**src/include/dcp_cfg.svh**
```systemverilog
// Constants for the dynamic configuration port: widths, cell map, reset
// values and timing counts. Included by the package and by design files.
//
// Functional notes
// - All port signals active high; bus bits numbered upward from bit 0.
// - Enable, write select, address and write data are registered on the rising edge.
// - Each enabled operation gets exactly one one-cycle completion strobe.
// - Read data arrives some cycles after enable; the strobe marks it valid.
// - Operation starts only with enable high; write select picks read or write.
// - Write data latched at end of enable cycle; cell updated before strobe.
// - On a read, read data holds the addressed cell while the strobe is high.
// - On configuration every cell takes its bit from the loaded image.
// - Every cell output drives the functional block's configuration directly.
// - Read-only status and write-only enables may share one address.

`ifndef DCP_CFG_SVH
`define DCP_CFG_SVH

// Port widths
`define DCP_ADDR_W       4
`define DCP_DATA_W       16

// Cell map: plain configuration cells sit at 0 .. CELL_COUNT-1
`define DCP_CELL_COUNT   14
`define DCP_ADDR_FUNC    4'he
`define DCP_ADDR_STAT    4'hf
`define DCP_STAT_WORDS   2

// Reset values
`define DCP_CELL_RESET   16'h0000
`define DCP_WORD_ZERO    16'h0000

// Wait states between acceptance and completion
`define DCP_WAIT_CYCLES  2
`define DCP_WAIT_CNT_W   2

`endif

```
**src/include/dcp_pkg.sv**
```systemverilog
// Types shared by the dynamic configuration port and its cell array.
// Assumes dcp_cfg.svh is on the include path.

`include "dcp_cfg.svh"

package dcp_pkg;

    typedef logic [`DCP_ADDR_W-1:0] addr_t;
    typedef logic [`DCP_DATA_W-1:0] word_t;
    typedef logic [`DCP_WAIT_CNT_W-1:0] wait_cnt_t;

    // One sampled port request
    typedef struct packed {
        logic  en;
        logic  we;
        addr_t addr;
        word_t wdata;
    } port_req_s;

    // Write into the cell array
    typedef struct packed {
        logic  en;
        addr_t addr;
        word_t data;
    } cell_write_s;

    typedef enum logic [0:0] {
        ST_IDLE,
        ST_WAIT
    } port_state_e;

endpackage

```
**src/config_cell_array.sv**
```systemverilog
// Flip-flop array of configuration cells with one write port and an image load.
// Assumes all inputs come from logic on clk_sys_i.

`timescale 1ns/100ps
`default_nettype none

`include "dcp_cfg.svh"

module config_cell_array (
    input  wire logic                                      clk_sys_i,
    input  wire logic                                      rst_b_i,
    input  wire logic                                      load_i,
    input  wire logic [`DCP_CELL_COUNT*`DCP_DATA_W-1:0]    image_i,
    input  wire dcp_pkg::cell_write_s                      wr_i,
    output logic      [`DCP_CELL_COUNT*`DCP_DATA_W-1:0]    cells_o
);

    dcp_pkg::word_t cells      [`DCP_CELL_COUNT];
    dcp_pkg::word_t next_cells [`DCP_CELL_COUNT];

    // Image load takes priority over a port write in the same cycle
    always_comb begin
        for (int i = 0; i < `DCP_CELL_COUNT; i++) begin
            next_cells[i] = cells[i];
            if (load_i) begin
                next_cells[i] = image_i[i*`DCP_DATA_W +: `DCP_DATA_W];
            end else if (wr_i.en && (32'(wr_i.addr) == i)) begin
                next_cells[i] = wr_i.data;
            end
        end
    end

    // Cell registers
    always_ff @(posedge clk_sys_i) begin
        for (int i = 0; i < `DCP_CELL_COUNT; i++) begin
            if (!rst_b_i) begin
                cells[i] <= `DCP_CELL_RESET;
            end else begin
                cells[i] <= next_cells[i];
            end
        end
    end

    // Each cell drives its slice of the configuration bus
    genvar g;
    generate
        for (g = 0; g < `DCP_CELL_COUNT; g++) begin : g_out
            assign cells_o[g*`DCP_DATA_W +: `DCP_DATA_W] = cells[g];
        end
    endgenerate

    a_image_load: assert property (@(posedge clk_sys_i) disable iff (!rst_b_i)
        load_i |=> (cells_o == $past(image_i)))
        else $error("cell array did not take the loaded image");

endmodule

`default_nettype wire

```
**src/dynamic_config_port.sv**
```systemverilog
// Dynamic configuration port: synchronous read/write access from fabric
// logic into the configuration cells of a functional block.
// Assumes all inputs are driven by logic on clk_sys_i; one operation at a time.

`timescale 1ns/100ps
`default_nettype none

`include "dcp_cfg.svh"

module dynamic_config_port (
    input  wire logic                                      clk_sys_i,
    input  wire logic                                      rst_b_i,
    input  wire logic                                      port_enable_i,
    input  wire logic                                      write_select_i,
    input  wire logic [`DCP_ADDR_W-1:0]                    cell_address_i,
    input  wire logic [`DCP_DATA_W-1:0]                    write_data_bus_i,
    output logic      [`DCP_DATA_W-1:0]                    read_data_bus_o,
    output logic                                           completion_strobe_o,
    input  wire logic                                      config_load_i,
    input  wire logic [`DCP_CELL_COUNT*`DCP_DATA_W-1:0]    config_image_i,
    input  wire logic [`DCP_STAT_WORDS*`DCP_DATA_W-1:0]    status_i,
    output logic      [`DCP_DATA_W-1:0]                    function_enable_o,
    output logic      [`DCP_CELL_COUNT*`DCP_DATA_W-1:0]    config_bits_o
);

    // Sampled port inputs
    dcp_pkg::port_req_s req;
    dcp_pkg::port_req_s next_req;

    // Sequencer state
    dcp_pkg::port_state_e state;
    dcp_pkg::port_state_e next_state;
    dcp_pkg::wait_cnt_t   wait_cnt;
    dcp_pkg::wait_cnt_t   next_wait_cnt;
    dcp_pkg::port_req_s   op;
    dcp_pkg::port_req_s   next_op;

    // Answer registers
    logic                 next_strobe;
    dcp_pkg::word_t       next_rd_data;
    dcp_pkg::word_t       next_func;

    // Cell array interface
    dcp_pkg::cell_write_s cell_wr;
    logic                 finish;

    // Reads a word from the address map: config cells, status, or zero
    function automatic dcp_pkg::word_t read_word(
        input dcp_pkg::addr_t                                   addr,
        input logic [`DCP_CELL_COUNT*`DCP_DATA_W-1:0]          cells,
        input logic [`DCP_STAT_WORDS*`DCP_DATA_W-1:0]          stat
    );
        dcp_pkg::word_t w;
        w = `DCP_WORD_ZERO;
        if (32'(addr) < `DCP_CELL_COUNT) begin
            w = cells[32'(addr)*`DCP_DATA_W +: `DCP_DATA_W];
        end else if (addr == `DCP_ADDR_FUNC) begin
            w = stat[0 +: `DCP_DATA_W];
        end else if (addr == `DCP_ADDR_STAT) begin
            w = stat[`DCP_DATA_W +: `DCP_DATA_W];
        end
        return w;
    endfunction

    // Tells whether an address names a writable configuration cell
    function automatic logic is_cfg_cell(input dcp_pkg::addr_t addr);
        return (32'(addr) < `DCP_CELL_COUNT);
    endfunction

    // Input register: enable, write select, address and write data sampled on the rising edge
    always_comb begin
        next_req.en    = port_enable_i;
        next_req.we    = write_select_i;
        next_req.addr  = cell_address_i;
        next_req.wdata = write_data_bus_i;
    end

    always_ff @(posedge clk_sys_i) begin
        if (!rst_b_i) begin
            req <= '0;
        end else begin
            req <= next_req;
        end
    end

    // Last wait cycle completes the operation
    assign finish = (state == dcp_pkg::ST_WAIT) && (wait_cnt == '0);

    // Sequencer: accept a request when idle, wait, then complete
    always_comb begin
        next_state    = state;
        next_wait_cnt = wait_cnt;
        next_op       = op;
        unique case (state)
            dcp_pkg::ST_IDLE: begin
                if (req.en) begin
                    next_op       = req;
                    next_wait_cnt = dcp_pkg::wait_cnt_t'(`DCP_WAIT_CYCLES - 1);
                    next_state    = dcp_pkg::ST_WAIT;
                end
            end
            dcp_pkg::ST_WAIT: begin
                if (wait_cnt == '0) begin
                    next_state = dcp_pkg::ST_IDLE;
                end else begin
                    next_wait_cnt = wait_cnt - 1'b1;
                end
            end
        endcase
    end

    always_ff @(posedge clk_sys_i) begin
        if (!rst_b_i) begin
            state    <= dcp_pkg::ST_IDLE;
            wait_cnt <= '0;
            op       <= '0;
        end else begin
            state    <= next_state;
            wait_cnt <= next_wait_cnt;
            op       <= next_op;
        end
    end

    // Cell write lands at the completion edge, before the strobe shows
    always_comb begin
        cell_wr.en   = finish && op.we && is_cfg_cell(op.addr);
        cell_wr.addr = op.addr;
        cell_wr.data = op.wdata;
    end

    config_cell_array u_cells (
        .clk_sys_i (clk_sys_i),
        .rst_b_i   (rst_b_i),
        .load_i    (config_load_i),
        .image_i   (config_image_i),
        .wr_i      (cell_wr),
        .cells_o   (config_bits_o)
    );

    // Answer: one-cycle strobe, read word, write-only function pulse
    always_comb begin
        next_strobe  = finish;
        next_rd_data = read_data_bus_o;
        next_func    = `DCP_WORD_ZERO;
        if (finish && !op.we) begin
            next_rd_data = read_word(op.addr, config_bits_o, status_i);
        end
        if (finish && op.we && (op.addr == `DCP_ADDR_FUNC)) begin
            next_func = op.wdata;
        end
    end

    always_ff @(posedge clk_sys_i) begin
        if (!rst_b_i) begin
            completion_strobe_o <= 1'b0;
            read_data_bus_o     <= `DCP_WORD_ZERO;
            function_enable_o   <= `DCP_WORD_ZERO;
        end else begin
            completion_strobe_o <= next_strobe;
            read_data_bus_o     <= next_rd_data;
            function_enable_o   <= next_func;
        end
    end

    // Strobe is never longer than one cycle
    a_strobe_one_cycle: assert property (@(posedge clk_sys_i) disable iff (!rst_b_i)
        completion_strobe_o |=> !completion_strobe_o)
        else $error("completion strobe held longer than one cycle");

    // Accepted request completes after exactly the wait states
    a_strobe_latency: assert property (@(posedge clk_sys_i) disable iff (!rst_b_i)
        (req.en && state == dcp_pkg::ST_IDLE) |->
            !completion_strobe_o [*1] ##1 !completion_strobe_o ##1 !completion_strobe_o
            ##1 completion_strobe_o)
        else $error("completion strobe not three cycles after acceptance");

    // Strobe only follows the last wait cycle
    a_strobe_cause: assert property (@(posedge clk_sys_i) disable iff (!rst_b_i)
        completion_strobe_o |-> ($past(state) == dcp_pkg::ST_WAIT && $past(wait_cnt) == '0))
        else $error("completion strobe without a pending operation");

    // Read data matches the addressed cell while the strobe is high
    a_read_data: assert property (@(posedge clk_sys_i) disable iff (!rst_b_i)
        (completion_strobe_o && !op.we && is_cfg_cell(op.addr)) |->
            (read_data_bus_o == config_bits_o[32'(op.addr)*`DCP_DATA_W +: `DCP_DATA_W]))
        else $error("read data differs from addressed cell during strobe");

    // Written cell already holds its data when the strobe shows
    a_write_lands: assert property (@(posedge clk_sys_i) disable iff (!rst_b_i)
        (completion_strobe_o && op.we && is_cfg_cell(op.addr) && !$past(config_load_i)) |->
            (config_bits_o[32'(op.addr)*`DCP_DATA_W +: `DCP_DATA_W] == op.wdata))
        else $error("write did not land before completion strobe");

    // Idle cycles without an enable start nothing
    a_idle_ignore: assert property (@(posedge clk_sys_i) disable iff (!rst_b_i)
        (state == dcp_pkg::ST_IDLE && !req.en) |=> (state == dcp_pkg::ST_IDLE))
        else $error("operation started without port enable");

    // Cells change only through a completing write or an image load
    a_cells_stable: assert property (@(posedge clk_sys_i) disable iff (!rst_b_i)
        (!finish && !config_load_i) |=> $stable(config_bits_o))
        else $error("configuration cells changed without a write");

    // Function enable pulses only with the strobe of a write to its address
    a_func_pulse: assert property (@(posedge clk_sys_i) disable iff (!rst_b_i)
        (function_enable_o != `DCP_WORD_ZERO) |->
            (completion_strobe_o && op.we && op.addr == `DCP_ADDR_FUNC))
        else $error("function enable outside its write completion");

    // Sampled request mirrors the pins one cycle earlier
    a_input_sample: assert property (@(posedge clk_sys_i) disable iff (!rst_b_i)
        $past(rst_b_i) |-> (req.en == $past(port_enable_i) && req.addr == $past(cell_address_i)))
        else $error("port inputs not registered on the rising edge");

endmodule

`default_nettype wire

```
**config.mk**
```make
export PLATFORM = sky130hd
export DESIGN_NAME = dynamic_config_port
export DESIGN_NICKNAME = d
export VERILOG_FILES = /design/src/include/dcp_pkg.sv /design/src/config_cell_array.sv /design/src/dynamic_config_port.sv
export VERILOG_INCLUDE_DIRS = /design/src /design/src/include
export SDC_FILE = /design/constraint.sdc
export NUM_CORES = 1
export LEC_CHECK = 0
export ABC_AREA = 1
export BUFFER_PORTS_ARGS = -buffer_cell sky130_fd_sc_hd__buf_2
export CAP_MARGIN = 10
export CORE_AREA = 2 2 208 210
export DETAILED_ROUTE_END_ITERATION = 8
export DIE_AREA = 0 0 210 212
export GPL_ROUTABILITY_DRIVEN = 0
export GPL_TIMING_DRIVEN = 0
export REMOVE_ABC_BUFFERS = 1
export SKIP_CTS_REPAIR_TIMING = 1
export SLEW_MARGIN = 20
export SYNTH_ARGS = -nofsm -noshare
export SYNTH_HDL_FRONTEND = slang
export SYNTH_SLANG_ARGS = --single-unit
```
**constraint.sdc**
```tcl
create_clock -name clk_sys_i -period 1.98 [get_ports clk_sys_i]
set_clock_uncertainty 0.2 [all_clocks]
set_input_delay 0.099 -clock clk_sys_i [delete_from_list [all_inputs] [get_ports clk_sys_i]]
set_output_delay 0.099 -clock clk_sys_i [all_outputs]
set_load 0.01 [all_outputs]
```
==> flow_summary_export.csv <==
group,metric,value,unit
die,core,42500,sq um
route,drt_iter0_drc,2050,
timing,fin_crit,2.00,ns
synth,synth_seq_cells,303,
clock_tree,clkLatencyLatePin,0.56,ns
final_layout,drive_gt1_share,26.2,%
clock_tree,cts.sinks,303,
power,power,17.5,mW
die,die_h,212,microns
global_route,top_usage_layer,"met2",
global_route,met1_usage,39.9,%
clock_tree,cts_root_buf,"clkbuf_16",
die,dieArea,44500,sq um
timing,timing.fmax,501,MHz
synth,yosys_warnings,0,
power,p_per_area,730,nW/um^2
global_route,first_global_vias,16300,
global_route,use_met3,5.60,%
timing,drv_slew,0,
timing,relSlewSlack,41.0,%
global_route,grt_use_met2,49.7,%
power,leakage,11.5,nW
timing,fin_crit_sh,101,%
place,place_area,17800,sq um
final_layout,finalInstanceArea,24000,sq um
setup_path,path_class,"reg2reg",
route,drtAntennaViolNets,0,
route,wl_per_cell,22.7,microns
setup_path,end_kind,"register",
die,io_pins,538,
timing,rsz0062_at_grt,"true",
setup_path,worstReg2RegEnd,"u_cells.cells[0][75]$_SDFFE_PN0P_",
final_layout,seq_area,6070,sq um
timing,worst_pin_slew,0.884,ns
final_layout,layout_commonest_cell,"nand2_1",
final_layout,fin_nets,3442,
min_path,hp-start,"config_load_i",
global_route,grt_max_degree,113,
place,port_buffers,537,
setup_path,crit_fanout,8,
min_path,holdPathEnd,"u_cells.cells[1][19]$_SDFFE_PN0P_",
route,vias,19800,
setup_path,start_kind,"register",
synth,yosysSeqAreaShare,41.0,%
final_layout,multi_input_area,8140,sq um
synth,avgSynthCellArea,6.39,sq um
clock_tree,cts_buffer_depth,3,
place,place_ws,-1.18,ns
min_path,hp-class,"in2reg",
run,cap_violations,0,
status,outcome,"finished with violations",
power,ir_drop,633,uV
clock_tree,clkTransAtPathRegs,0.06,ns
status,violations,"negative hold slack, negative setup slack",
clock_tree,cts-buffers-inserted,37,
die,die_w,210,microns
setup_path,r2r_cells,10,
place,hpwl,49.7,mm
setup_path,cp.required,2.26,ns
route,vias_per_cell,5.31,
clock_tree,htreeDepth,2,
clock_tree,cts_tree,"built",
timing,hold_ws,-0.255,ns
global_route,overflow,0,
route,wl,84.8,mm
die,fp-row-count,76,
setup_path,r2r-start,"cell_wr[17]$_SDFFE_PN0P_",
global_route,track_usage,30.9,%
timing,setup_ws,-0.0160,ns
final_layout,area_growth,62.3,%
setup_path,cp.arrival,2.28,ns
synth,netlist_instances,2315,
timing,finalHoldViolations,17,
global_route,grt_antenna_before_repair,1,
final_layout,fillers,3977,
setup_path,reg2reg_slack,-0.02,ns
route,drcViolationCount,0,
global_route,grt_pass1_wl,103,mm
die,initial_core_util,34.8,%
min_path,min_path_cells,3,
synth,synth_cell_type_count,26,
final_layout,post-route-util,56.5,%
timing,setup_viol,12,
synth,syn_area,14800,sq um
final_layout,final_cell_mix,"nand2_1 (928), buf_2 (535), a21oi_1 (349), dlygate4sd3_1 (304), dfxtp_1 (300)",
route,firstDrtPassIters,8,
[per-layer routing]
layer,wire length (microns),vias to the layer above
met4,5180,0
met2,38400,1331
met3,7560,310
li1,-,9139
met1,33700,9062
met5,0,-
[cell type report]
cell class	count	area share (%)
antenna	2	0.0208
timing repair inverter	8	0.354
multi-input combinational	1768	33.9
clock inverter	10	0.651
inverter	94	2.12
clock buffer	57	4.72
sequential	303	25.3
tap	546	2.85
timing repair buffer	948	30.1
[worst max-delay path, cell delays in order, from the launching register on]
cell	delay (ns)
dfxtp_4	0.36
buf_12	0.16
buf_16	0.15
nor2_4	0.16
buf_12	0.14
buf_8	0.11
buf_12	0.10
nand3_4	0.18
nor2_1	0.16
a21oi_1	0.05
a21oi_1	0.14
[cells in the mapped netlist]
cell type    n  area share, %
inv_1       69            1.8
nand2_4      7           0.53
o21ai_0     62            2.1
nor2_8       1           0.14
dfxtp_1    303             41
o21ai_2      1          0.059
nand3_4      5           0.59
or2_2        1          0.042
buf_2       69            2.3
inv_4        1          0.042
a31oi_1     34            1.4
ha_1         1          0.085
nor2_1     176            4.5
clkbuf_1    66            1.7
nand3_2      5           0.34
nand3_1    144            4.9
clkinv_1     2          0.051
buf_6        2           0.15
a21oi_1    353             12
buf_4       14           0.71
buf_1        8           0.20
nor2_4       4           0.30
nand2_1    957             24
nor2_2       1          0.042
nand2_2      7           0.30
inv_2       22           0.56
[power breakdown]
| group | internal [mW] | switching [mW] | total [mW] |
|---|---|---|---|
| Combinational | 1.47 | 2.01 | 3.49 |
| Clock | 4.46 | 2.87 | 7.33 |
| Sequential | 6.44 | 0.262 | 6.70 |
[worst max path at each step]
stage | cells after the start | startpoint | slack, ns | to
after floorplan | 5 | cell_wr[16]$_SDFFE_PN0P_ | -2.01 | u_cells.cells[0][0]$_SDFFE_PN0P_
after global placement | 6 | config_load_i | -7.20 | u_cells.cells[1][34]$_SDFFE_PN0P_
after detailed placement | 6 | cell_wr[17]$_SDFFE_PN0P_ | -1.18 | function_enable_o[10]$_SDFF_PN0_
after CTS | 6 | cell_wr[17]$_SDFFE_PN0P_ | -1.19 | function_enable_o[10]$_SDFF_PN0_
after global routing | 9 | cell_wr[17]$_SDFFE_PN0P_ | -0.09 | u_cells.cells[0][74]$_SDFFE_PN0P_
final | 10 | cell_wr[17]$_SDFFE_PN0P_ | -0.02 | u_cells.cells[0][75]$_SDFFE_PN0P_
[registers in the layout (all words and copies together), names as in the netlist]
name                 flops
function_enable_o       16
read_data_bus_o         16
wait_cnt                 2
completion_strobe_o      1
op                       1
u_cells.cells          224
cell_wr                 20
req                     22
state                    1
[kinds of logic after synthesis]
family          Yosys count  share of synthesized area, %
simple gates           1308                          35.9
compound gates          450                          15.5
flops                   303                          41.0
buf+inv                 253                          7.48
fa+ha+maj                 1                        0.0846
[per-stage QoR]
step / hold slack [ns] / std cells / setup TNS [ns]
floorplan: -0.00755 / 2156 / -462.61
global placement: 0.0790 / 3239 / -1625.95
detailed placement: 0.0842 / 3251 / -201.54
CTS: -0.501 / 3318 / -206.24
global route: -0.244 / 3734 / -1.90
finish: -0.255 / 3736 / -0.110
No activity file was read; power rests on OpenSTA's default activity.
